### src/hdl/tune_dac_regs.svh
`ifndef TUNE_DAC_REGS_SVH
`define TUNE_DAC_REGS_SVH

// =============================================================
// Decoded host addresses
`define ADDR_STEER      8'h70
`define ADDR_LOAD       8'h71
`define ADDR_COMPARE    8'h80

// =============================================================
// Steering byte bit positions
`define STEER_FINE_HOLD     0
`define STEER_FINE_LO_EN    1
`define STEER_FINE_MID_EN   2
`define STEER_FINE_HI_EN    3
`define STEER_COARSE_HI_EN  4
`define STEER_COARSE_MID_EN 5
`define STEER_COARSE_LO_EN  6
`define STEER_COARSE_HOLD   7

// =============================================================
// Reset values and bus constants
`define STEER_RESET     8'hff
`define BYTE_RESET      8'h00
`define WB_BIT          7
`define SAR_FIRST_BIT   3'h7
`define WORD_BYTES      3'h7
`define LOAD_ZERO       8'h00
`define LOAD_HOLD_CLR   8'h00

`endif

### src/hdl/tune_dac_pkg.sv
package tune_dac_pkg;

   typedef enum logic [2:0] {
      st_idle  = 3'b000,
      st_steer = 3'b001,
      st_data  = 3'b011,
      st_hold  = 3'b010,
      st_clear = 3'b110,
      st_trial = 3'b111,
      st_look  = 3'b101,
      st_track = 3'b100
   } host_state_t;

   typedef struct packed {
      logic [7:0] lo;
      logic [7:0] mid;
      logic [7:0] hi;
   } side_latch_t;

endpackage : tune_dac_pkg

### src/hdl/tune_bus_if.sv
`timescale 1ns/100ps

// Host bus as seen by the converter loader: address, write strobe,
// data byte out of the host, and the open-drain write-back line on
// data bit 7 (output enable low while the device pulls it low).
interface tune_bus_if;
   logic [7:0] addr;
   logic       wr_strobe;
   logic [7:0] wdata;
   logic       cmp_sel;
   logic       wb_o;
   logic       wb_oe_n;
   logic       wb_line;

   // Open-drain resolution: the line floats high unless pulled.
   assign wb_line = wb_oe_n ? 1'b1 : wb_o;

   modport dev (
      input  addr,
      input  wr_strobe,
      input  wdata,
      input  cmp_sel,
      output wb_o,
      output wb_oe_n
   );

   modport host (
      output addr,
      output wr_strobe,
      output wdata,
      output cmp_sel,
      input  wb_line
   );
endinterface : tune_bus_if

### src/hdl/tune_side.sv
`timescale 1ns/100ps

// One converter side: three byte latches, hold level and write-back.
module tune_side
   import tune_dac_pkg::*;
(
   input  wire logic        clk,
   input  wire logic        srst,
   input  wire logic        load_stb,
   input  wire logic [7:0]  data,
   input  wire logic        lo_en_n,
   input  wire logic        mid_en_n,
   input  wire logic        hi_en_n,
   input  wire logic        hold_bit,
   input  wire logic        cmp_sel,
   input  wire logic        loop_err,
   output      logic [15:0] low_dac,
   output      logic [15:0] high_dac,
   output      logic        hold,
   output      logic        cmp_power,
   output      logic        pull_low
);
   `include "tune_dac_regs.svh"

   side_latch_t q_q;
   side_latch_t q_d;

   always_comb begin
      q_d = q_q;
      // A latch loads only when its steering line is low and the strobe is high.
      if (load_stb && !lo_en_n) begin
         q_d.lo = data;
      end
      if (load_stb && !mid_en_n) begin
         q_d.mid = data;
      end
      if (load_stb && !hi_en_n) begin
         q_d.hi = data;
      end
   end

   always_ff @(posedge clk) begin
      if (srst) begin
         q_q <= '{lo: `BYTE_RESET, mid: `BYTE_RESET, hi: `BYTE_RESET};
      end else begin
         q_q <= q_d;
      end
   end

   assign low_dac   = {q_q.mid, q_q.lo};
   assign high_dac  = {q_q.hi, q_q.mid};
   assign hold      = hold_bit;
   assign cmp_power = cmp_sel;
   assign pull_low  = cmp_sel & loop_err;
endmodule : tune_side

### src/hdl/tune_dac_loader.sv
// What this block does
// - Write at 70 captures the steering byte.
// - Write at 71 loads latches with low steering.
// - Host writes seven bytes, steering byte first.
// - Steering bits: holds at 0,7; enables between.
// - Hold bit high freezes that side's integrator.
// - Hold bit low means the side tracks.
// - Low, mid, high latches feed two converters.
// - 00 to both addresses gives positive full range.
// - FF at data gives negative full range.
// - Clear, steer 33, load 80 gives mid-range.
// - Compare decode powers both sides' write-back comparators.
// - Compare with high error pulls bit 7 low.
// - Host reads comparator after commanding hold.
// - Host runs successive approximation, then tracks.
`timescale 1ns/100ps

module tune_dac_loader
   import tune_dac_pkg::*;
(
   input  wire logic        clk,
   input  wire logic        srst,
   tune_bus_if.dev          bus,
   input  wire logic        coarse_loop_err,
   input  wire logic        fine_loop_err,
   output      logic [7:0]  steer_q_o,
   output      logic [15:0] coarse_low_dac,
   output      logic [15:0] coarse_high_dac,
   output      logic [15:0] fine_low_dac,
   output      logic [15:0] fine_high_dac,
   output      logic        coarse_hold_line,
   output      logic        fine_hold_line,
   output      logic        coarse_cmp_power,
   output      logic        fine_cmp_power
);
   `include "tune_dac_regs.svh"

   typedef struct packed {
      logic [7:0] steer;
   } loader_state_t;

   loader_state_t s_q;
   loader_state_t s_d;
   logic          load_stb;
   logic          c_pull;
   logic          f_pull;

   // =============================================================
   // Steering register
   always_comb begin
      s_d = s_q;
      if (bus.wr_strobe && bus.addr == `ADDR_STEER) begin
         s_d.steer = bus.wdata;
      end
   end

   // Reset leaves every latch disabled and both sides holding, so nothing
   // moves until software has written a steering byte.
   always_ff @(posedge clk) begin
      if (srst) begin
         s_q <= '{steer: `STEER_RESET};
      end else begin
         s_q <= s_d;
      end
   end

   // One data write lands in every enabled latch at once, which is what
   // lets a single 00 or FF byte set whole converters in one go.
   assign load_stb  = bus.wr_strobe && bus.addr == `ADDR_LOAD;
   assign steer_q_o = s_q.steer;

   // =============================================================
   // Converter sides, one instance each
   tune_side u_coarse (
      .clk       (clk),
      .srst      (srst),
      .load_stb  (load_stb),
      .data      (bus.wdata),
      .lo_en_n   (s_q.steer[`STEER_COARSE_LO_EN]),
      .mid_en_n  (s_q.steer[`STEER_COARSE_MID_EN]),
      .hi_en_n   (s_q.steer[`STEER_COARSE_HI_EN]),
      .hold_bit  (s_q.steer[`STEER_COARSE_HOLD]),
      .cmp_sel   (bus.cmp_sel),
      .loop_err  (coarse_loop_err),
      .low_dac   (coarse_low_dac),
      .high_dac  (coarse_high_dac),
      .hold      (coarse_hold_line),
      .cmp_power (coarse_cmp_power),
      .pull_low  (c_pull)
   );

   tune_side u_fine (
      .clk       (clk),
      .srst      (srst),
      .load_stb  (load_stb),
      .data      (bus.wdata),
      .lo_en_n   (s_q.steer[`STEER_FINE_LO_EN]),
      .mid_en_n  (s_q.steer[`STEER_FINE_MID_EN]),
      .hi_en_n   (s_q.steer[`STEER_FINE_HI_EN]),
      .hold_bit  (s_q.steer[`STEER_FINE_HOLD]),
      .cmp_sel   (bus.cmp_sel),
      .loop_err  (fine_loop_err),
      .low_dac   (fine_low_dac),
      .high_dac  (fine_high_dac),
      .hold      (fine_hold_line),
      .cmp_power (fine_cmp_power),
      .pull_low  (f_pull)
   );

   // =============================================================
   // Write-back: both comparators share data bit 7, wired-OR low.
   assign bus.wb_o    = 1'b0;
   assign bus.wb_oe_n = ~(c_pull | f_pull);
endmodule : tune_dac_loader

### src/flat_wrapper.sv
// flat-port wrapper written by rule: the top's interface ports become plain ports
module tune_dac_loader_flat import tune_dac_pkg::*;
  (clk, srst, coarse_loop_err, fine_loop_err, steer_q_o, coarse_low_dac, coarse_high_dac, fine_low_dac, fine_high_dac, coarse_hold_line, fine_hold_line, coarse_cmp_power, fine_cmp_power, bus_addr, bus_wr_strobe, bus_wdata, bus_cmp_sel, bus_wb_o, bus_wb_oe_n);
  tune_bus_if bus_i ();
  input  wire logic clk;
  input  wire logic srst;
  input  wire logic coarse_loop_err;
  input  wire logic fine_loop_err;
  output      logic [7:0] steer_q_o;
  output      logic [15:0] coarse_low_dac;
  output      logic [15:0] coarse_high_dac;
  output      logic [15:0] fine_low_dac;
  output      logic [15:0] fine_high_dac;
  output      logic coarse_hold_line;
  output      logic fine_hold_line;
  output      logic coarse_cmp_power;
  output      logic fine_cmp_power;
  input wire logic [$bits(bus_i.addr)-1:0] bus_addr;
  input wire logic [$bits(bus_i.wr_strobe)-1:0] bus_wr_strobe;
  input wire logic [$bits(bus_i.wdata)-1:0] bus_wdata;
  input wire logic [$bits(bus_i.cmp_sel)-1:0] bus_cmp_sel;
  output wire logic [$bits(bus_i.wb_o)-1:0] bus_wb_o;
  output wire logic [$bits(bus_i.wb_oe_n)-1:0] bus_wb_oe_n;
  assign bus_i.addr = bus_addr;
  assign bus_i.wr_strobe = bus_wr_strobe;
  assign bus_i.wdata = bus_wdata;
  assign bus_i.cmp_sel = bus_cmp_sel;
  assign bus_wb_o = bus_i.wb_o;
  assign bus_wb_oe_n = bus_i.wb_oe_n;
  tune_dac_loader u_core (.clk(clk), .srst(srst), .bus(bus_i), .coarse_loop_err(coarse_loop_err), .fine_loop_err(fine_loop_err), .steer_q_o(steer_q_o), .coarse_low_dac(coarse_low_dac), .coarse_high_dac(coarse_high_dac), .fine_low_dac(fine_low_dac), .fine_high_dac(fine_high_dac), .coarse_hold_line(coarse_hold_line), .fine_hold_line(fine_hold_line), .coarse_cmp_power(coarse_cmp_power), .fine_cmp_power(fine_cmp_power));
endmodule
### config.mk
export PLATFORM = sky130hd
export DESIGN_NAME = tune_dac_loader_flat
export DESIGN_NICKNAME = d
export VERILOG_FILES = /design/src/hdl/tune_dac_pkg.sv /design/src/hdl/tune_bus_if.sv /design/src/hdl/tune_side.sv /design/src/hdl/tune_dac_loader.sv /design/src/flat_wrapper.sv
export VERILOG_INCLUDE_DIRS = /design/src /design/src/hdl
export SDC_FILE = /design/constraint.sdc
export NUM_CORES = 1
export LEC_CHECK = 0
export ABC_AREA = 1
export BUFFER_PORTS_ARGS = -buffer_cell sky130_fd_sc_hd__buf_2
export CAP_MARGIN = 20
export CORE_ASPECT_RATIO = 0.5
export CORE_MARGIN = 2
export CORE_UTILIZATION = 35
export CTS_CLUSTER_SIZE = 12
export DETAILED_ROUTE_END_ITERATION = 8
export PLACE_DENSITY = 0.58
export SYNTH_ARGS = -nofsm -noshare
export SYNTH_HDL_FRONTEND = slang
export SYNTH_SLANG_ARGS = --single-unit
### constraint.sdc
create_clock -name clk -period 2 [get_ports clk]
set_input_delay 0.4 -clock clk [delete_from_list [all_inputs] [get_ports clk]]
set_output_delay 0.4 -clock clk [all_outputs]
set_load 0.03 [all_outputs]
==> impl_metrics.env <==
export IMPL_outcome="finished clean"
export IMPL_peakVddDrop_v=0.0003743
export IMPL_power_switching_w=0.0004776
export IMPL_crit_fanout=4
export IMPL_nFillCells=774
export IMPL_drc=0
export IMPL_slew_violations=0
export IMPL_rows=22
export IMPL_required_ns=1.60
export IMPL_hold_path_class="register to register"
export IMPL_port_buffer_count=98
export IMPL_fin_tns_setup_ns=0
export IMPL_ys_seq_area_frac=0.4358
export IMPL_leakage_nw=1.559
export IMPL_use_met2=0.2568
export IMPL_cp_slowest_cell="dfxtp_1"
export IMPL_antenna_left=0
export IMPL_final_nets=436
export IMPL_power_share_clock=0.399
export IMPL_die_h_um=64.62
export IMPL_clkSlewWorstSetupHoldPaths_ns=0.07
export IMPL_insertion_delay_ns=0.29
export IMPL_grt_util_all_layers=0.1562
export IMPL_slowest_delay_ns=0.44
export IMPL_critPathCaptureType="primary output"
export IMPL_design_area_mm2=0.003087
export IMPL_clkSinkCount=56
export IMPL_fin_util=0.4280
export IMPL_max_freq_mhz=736.5
export IMPL_area_growth_syn_to_layout_pct=19.99
export IMPL_yosys_register_bits=56
export IMPL_async_flop_share=0
export IMPL_hold_buffers=0
export IMPL_htree_levels=2
export IMPL_hold_viol=0
export IMPL_root_buffer="clkbuf_16"
export IMPL_arrival_ns=0.96
export IMPL_grt_max_degree=57
export IMPL_start_util=0.3567
export IMPL_ys_top_cells_by_count="97 x nor2_1, 59 x nand2_1, 56 x dfxtp_1"
export IMPL_grtUsageMet1=0.2189
export IMPL_combPwrFrac=0.067
export IMPL_synth_top_family_by_area="simple AND/OR/NAND/NOR gates"
export IMPL_diodes=0
export IMPL_power_internal_w=0.001613
export IMPL_synth_cells=349
export IMPL_ff_latch_area_mm2=0.001121
export IMPL_synth_area_leaders="dfxtp_1 44%, nor2_1 14%, nand4_1 12%"
export IMPL_overflow=0
export IMPL_yosysMostFrequentCell="nor2_1"
export IMPL_cts_tree="yes"
export IMPL_multi_input_area_mm2=0.001084
export IMPL_drive_above_1_share=0.2874
export IMPL_final_setup_viol_count=0
export IMPL_vias=2352
export IMPL_grt_pass1_vias=1989
export IMPL_vias_per_cell=4.612
export IMPL_synth_compound_area_frac=0.02529
export IMPL_routabilityCongestion=0.7220
export IMPL_antenna_found_initial=0
export IMPL_yosys_area_share_simple=0.3945
export IMPL_grt_pass1_wl_mm=10.13
export IMPL_routed_wl_mm=6.338
export IMPL_die_x_um=125.2
export IMPL_grt_busiest_layer="met2"
export IMPL_dr_first_iter_drc_count=142
export IMPL_skew_ns=0.006747
export IMPL_synthMuxAreaShare=0
export IMPL_dpl_hpwl_mm=4.329
export IMPL_cp_cell_sequence="buf_2"
export IMPL_synth_xor_area_share=0
export IMPL_core_mm2=0.007212
export IMPL_syn_num_nets=371
export IMPL_synthFlopType="dfxtp_1"
export IMPL_numCtsBuffers=5
export IMPL_synth_top_area_share=0.4358
export IMPL_max_cap_violations=0
export IMPL_routedWlPerCell_um=12.43
export IMPL_cts_setup_buffers=0
export IMPL_synth_area_mm2=0.002572
export IMPL_synth_cell_types=17
export IMPL_drt_pass1_iterations=4
export IMPL_syn_area_per_cell_um2=7.371
export IMPL_synth_edf_count=0
export IMPL_dieArea_mm2=0.008093
export IMPL_cp_num_buf_inv=1
export IMPL_placed_cell_area_mm2=0.002953
export IMPL_crit_type="register to primary output"
export IMPL_clockBufferDepth=2
export IMPL_switching_share=0.2285
export IMPL_synth_warnings=0
export IMPL_synth_largest_area_cell="dfxtp_1"
export IMPL_period_needed_ns=1.358
export IMPL_pin_count=100
export IMPL_powerDensity_mw_per_mm2=677.2
export IMPL_period_share=0.6789
export IMPL_pwr_share_seq=0.533
export IMPL_crit_path_start_kind="register"
export IMPL_synthAdderAreaFrac=0
export IMPL_cp_top_family="flip-flops"
export IMPL_rsz0062_at_grt="false"
export IMPL_gr_usage_met3=0.02973
export IMPL_ctsResizeCount=0
==> stage by stage <==
step,power (W),cells,setup slack [ns],hold WS [ns]
3_3_place_gp,0.001281,503,0.5373,0.4625
5_1_grt,0.002169,510,0.5929,0.4975
3_5_place_dp,0.001282,503,0.5157,0.4695
2_1_floorplan,0.001232,349,0.5105,0.5238
6_report,0.002090,510,0.6422,0.4789
4_1_cts,0.002115,510,0.6300,0.4851
==> layer usage <==
| metal | vias to the layer above | wire length [um] |
|---|---|---|
| met1 | 1053 | 3238 |
| met5 | - | 0 |
| li1 | 1242 | - |
| met3 | 2 | 279 |
| met2 | 55 | 2792 |
| met4 | 0 | 27 |
==> flip-flops by register name, summed over array words and instances, names as in the netlist <==
signal,count
u_core.u_fine.low_dac,8
u_core.steer_q_o,8
u_core.u_fine.high_dac,16
u_core.u_coarse.high_dac,16
u_core.u_coarse.low_dac,8
==> final cells by class <==
| class | instances | area share |
|---|---|---|
| clock buffer | 6 | 0.04175 |
| clock inverter | 1 | 0.001621 |
| inverter | 22 | 0.02675 |
| multi-input combinational | 227 | 0.3510 |
| sequential | 56 | 0.3632 |
| tap | 96 | 0.03891 |
| timing repair buffer | 102 | 0.1767 |
==> cell usage in the layout (no fill, tap or decap), drive strengths merged <==
cell type	instances
clkinv	1
inv	22
conb	1
nor2	106
buf	102
nor3	1
nand4	48
nand2	59
o21ai	1
dfxtp	56
o211ai	8
clkbuf	6
nand3	3
==> cells by family (layout without fill, tap and decap cells) <==
logic type	Yosys count	in the layout
other	1	1
AOI/OAI and AO/OA	9	9
DFF	56	56
buffers and inverters	66	131
and+or+nand+nor	217	217
==> power groups by stage <==
stage | clock network [W] | logic, W | registers, W
after global routing | 0.000900 | 0.000154 | 0.00111
after global placement | 0 | 0.000141 | 0.00114
after floorplan | 0 | 0.0000905 | 0.00114
after detailed placement | 0 | 0.000141 | 0.00114
after CTS | 0.000859 | 0.000141 | 0.00111
final | 0.000834 | 0.000141 | 0.00112
==> final timing paths <==
check / from / to / slack, ns / cells after the start
max: u_core.steer_q_o[3] / steer_q_o[3] / 0.64 / 1
min: u_core.u_coarse.high_dac[9] / u_core.u_coarse.high_dac[9] / 0.48 / 2
max reg2reg: u_core.steer_q_o[3] / u_core.u_fine.high_dac[10] / 1.04 / 4
min reg2reg: u_core.u_coarse.high_dac[9] / u_core.u_coarse.high_dac[9] / 0.48 / 2
No activity file was read; power rests on OpenSTA's default activity.
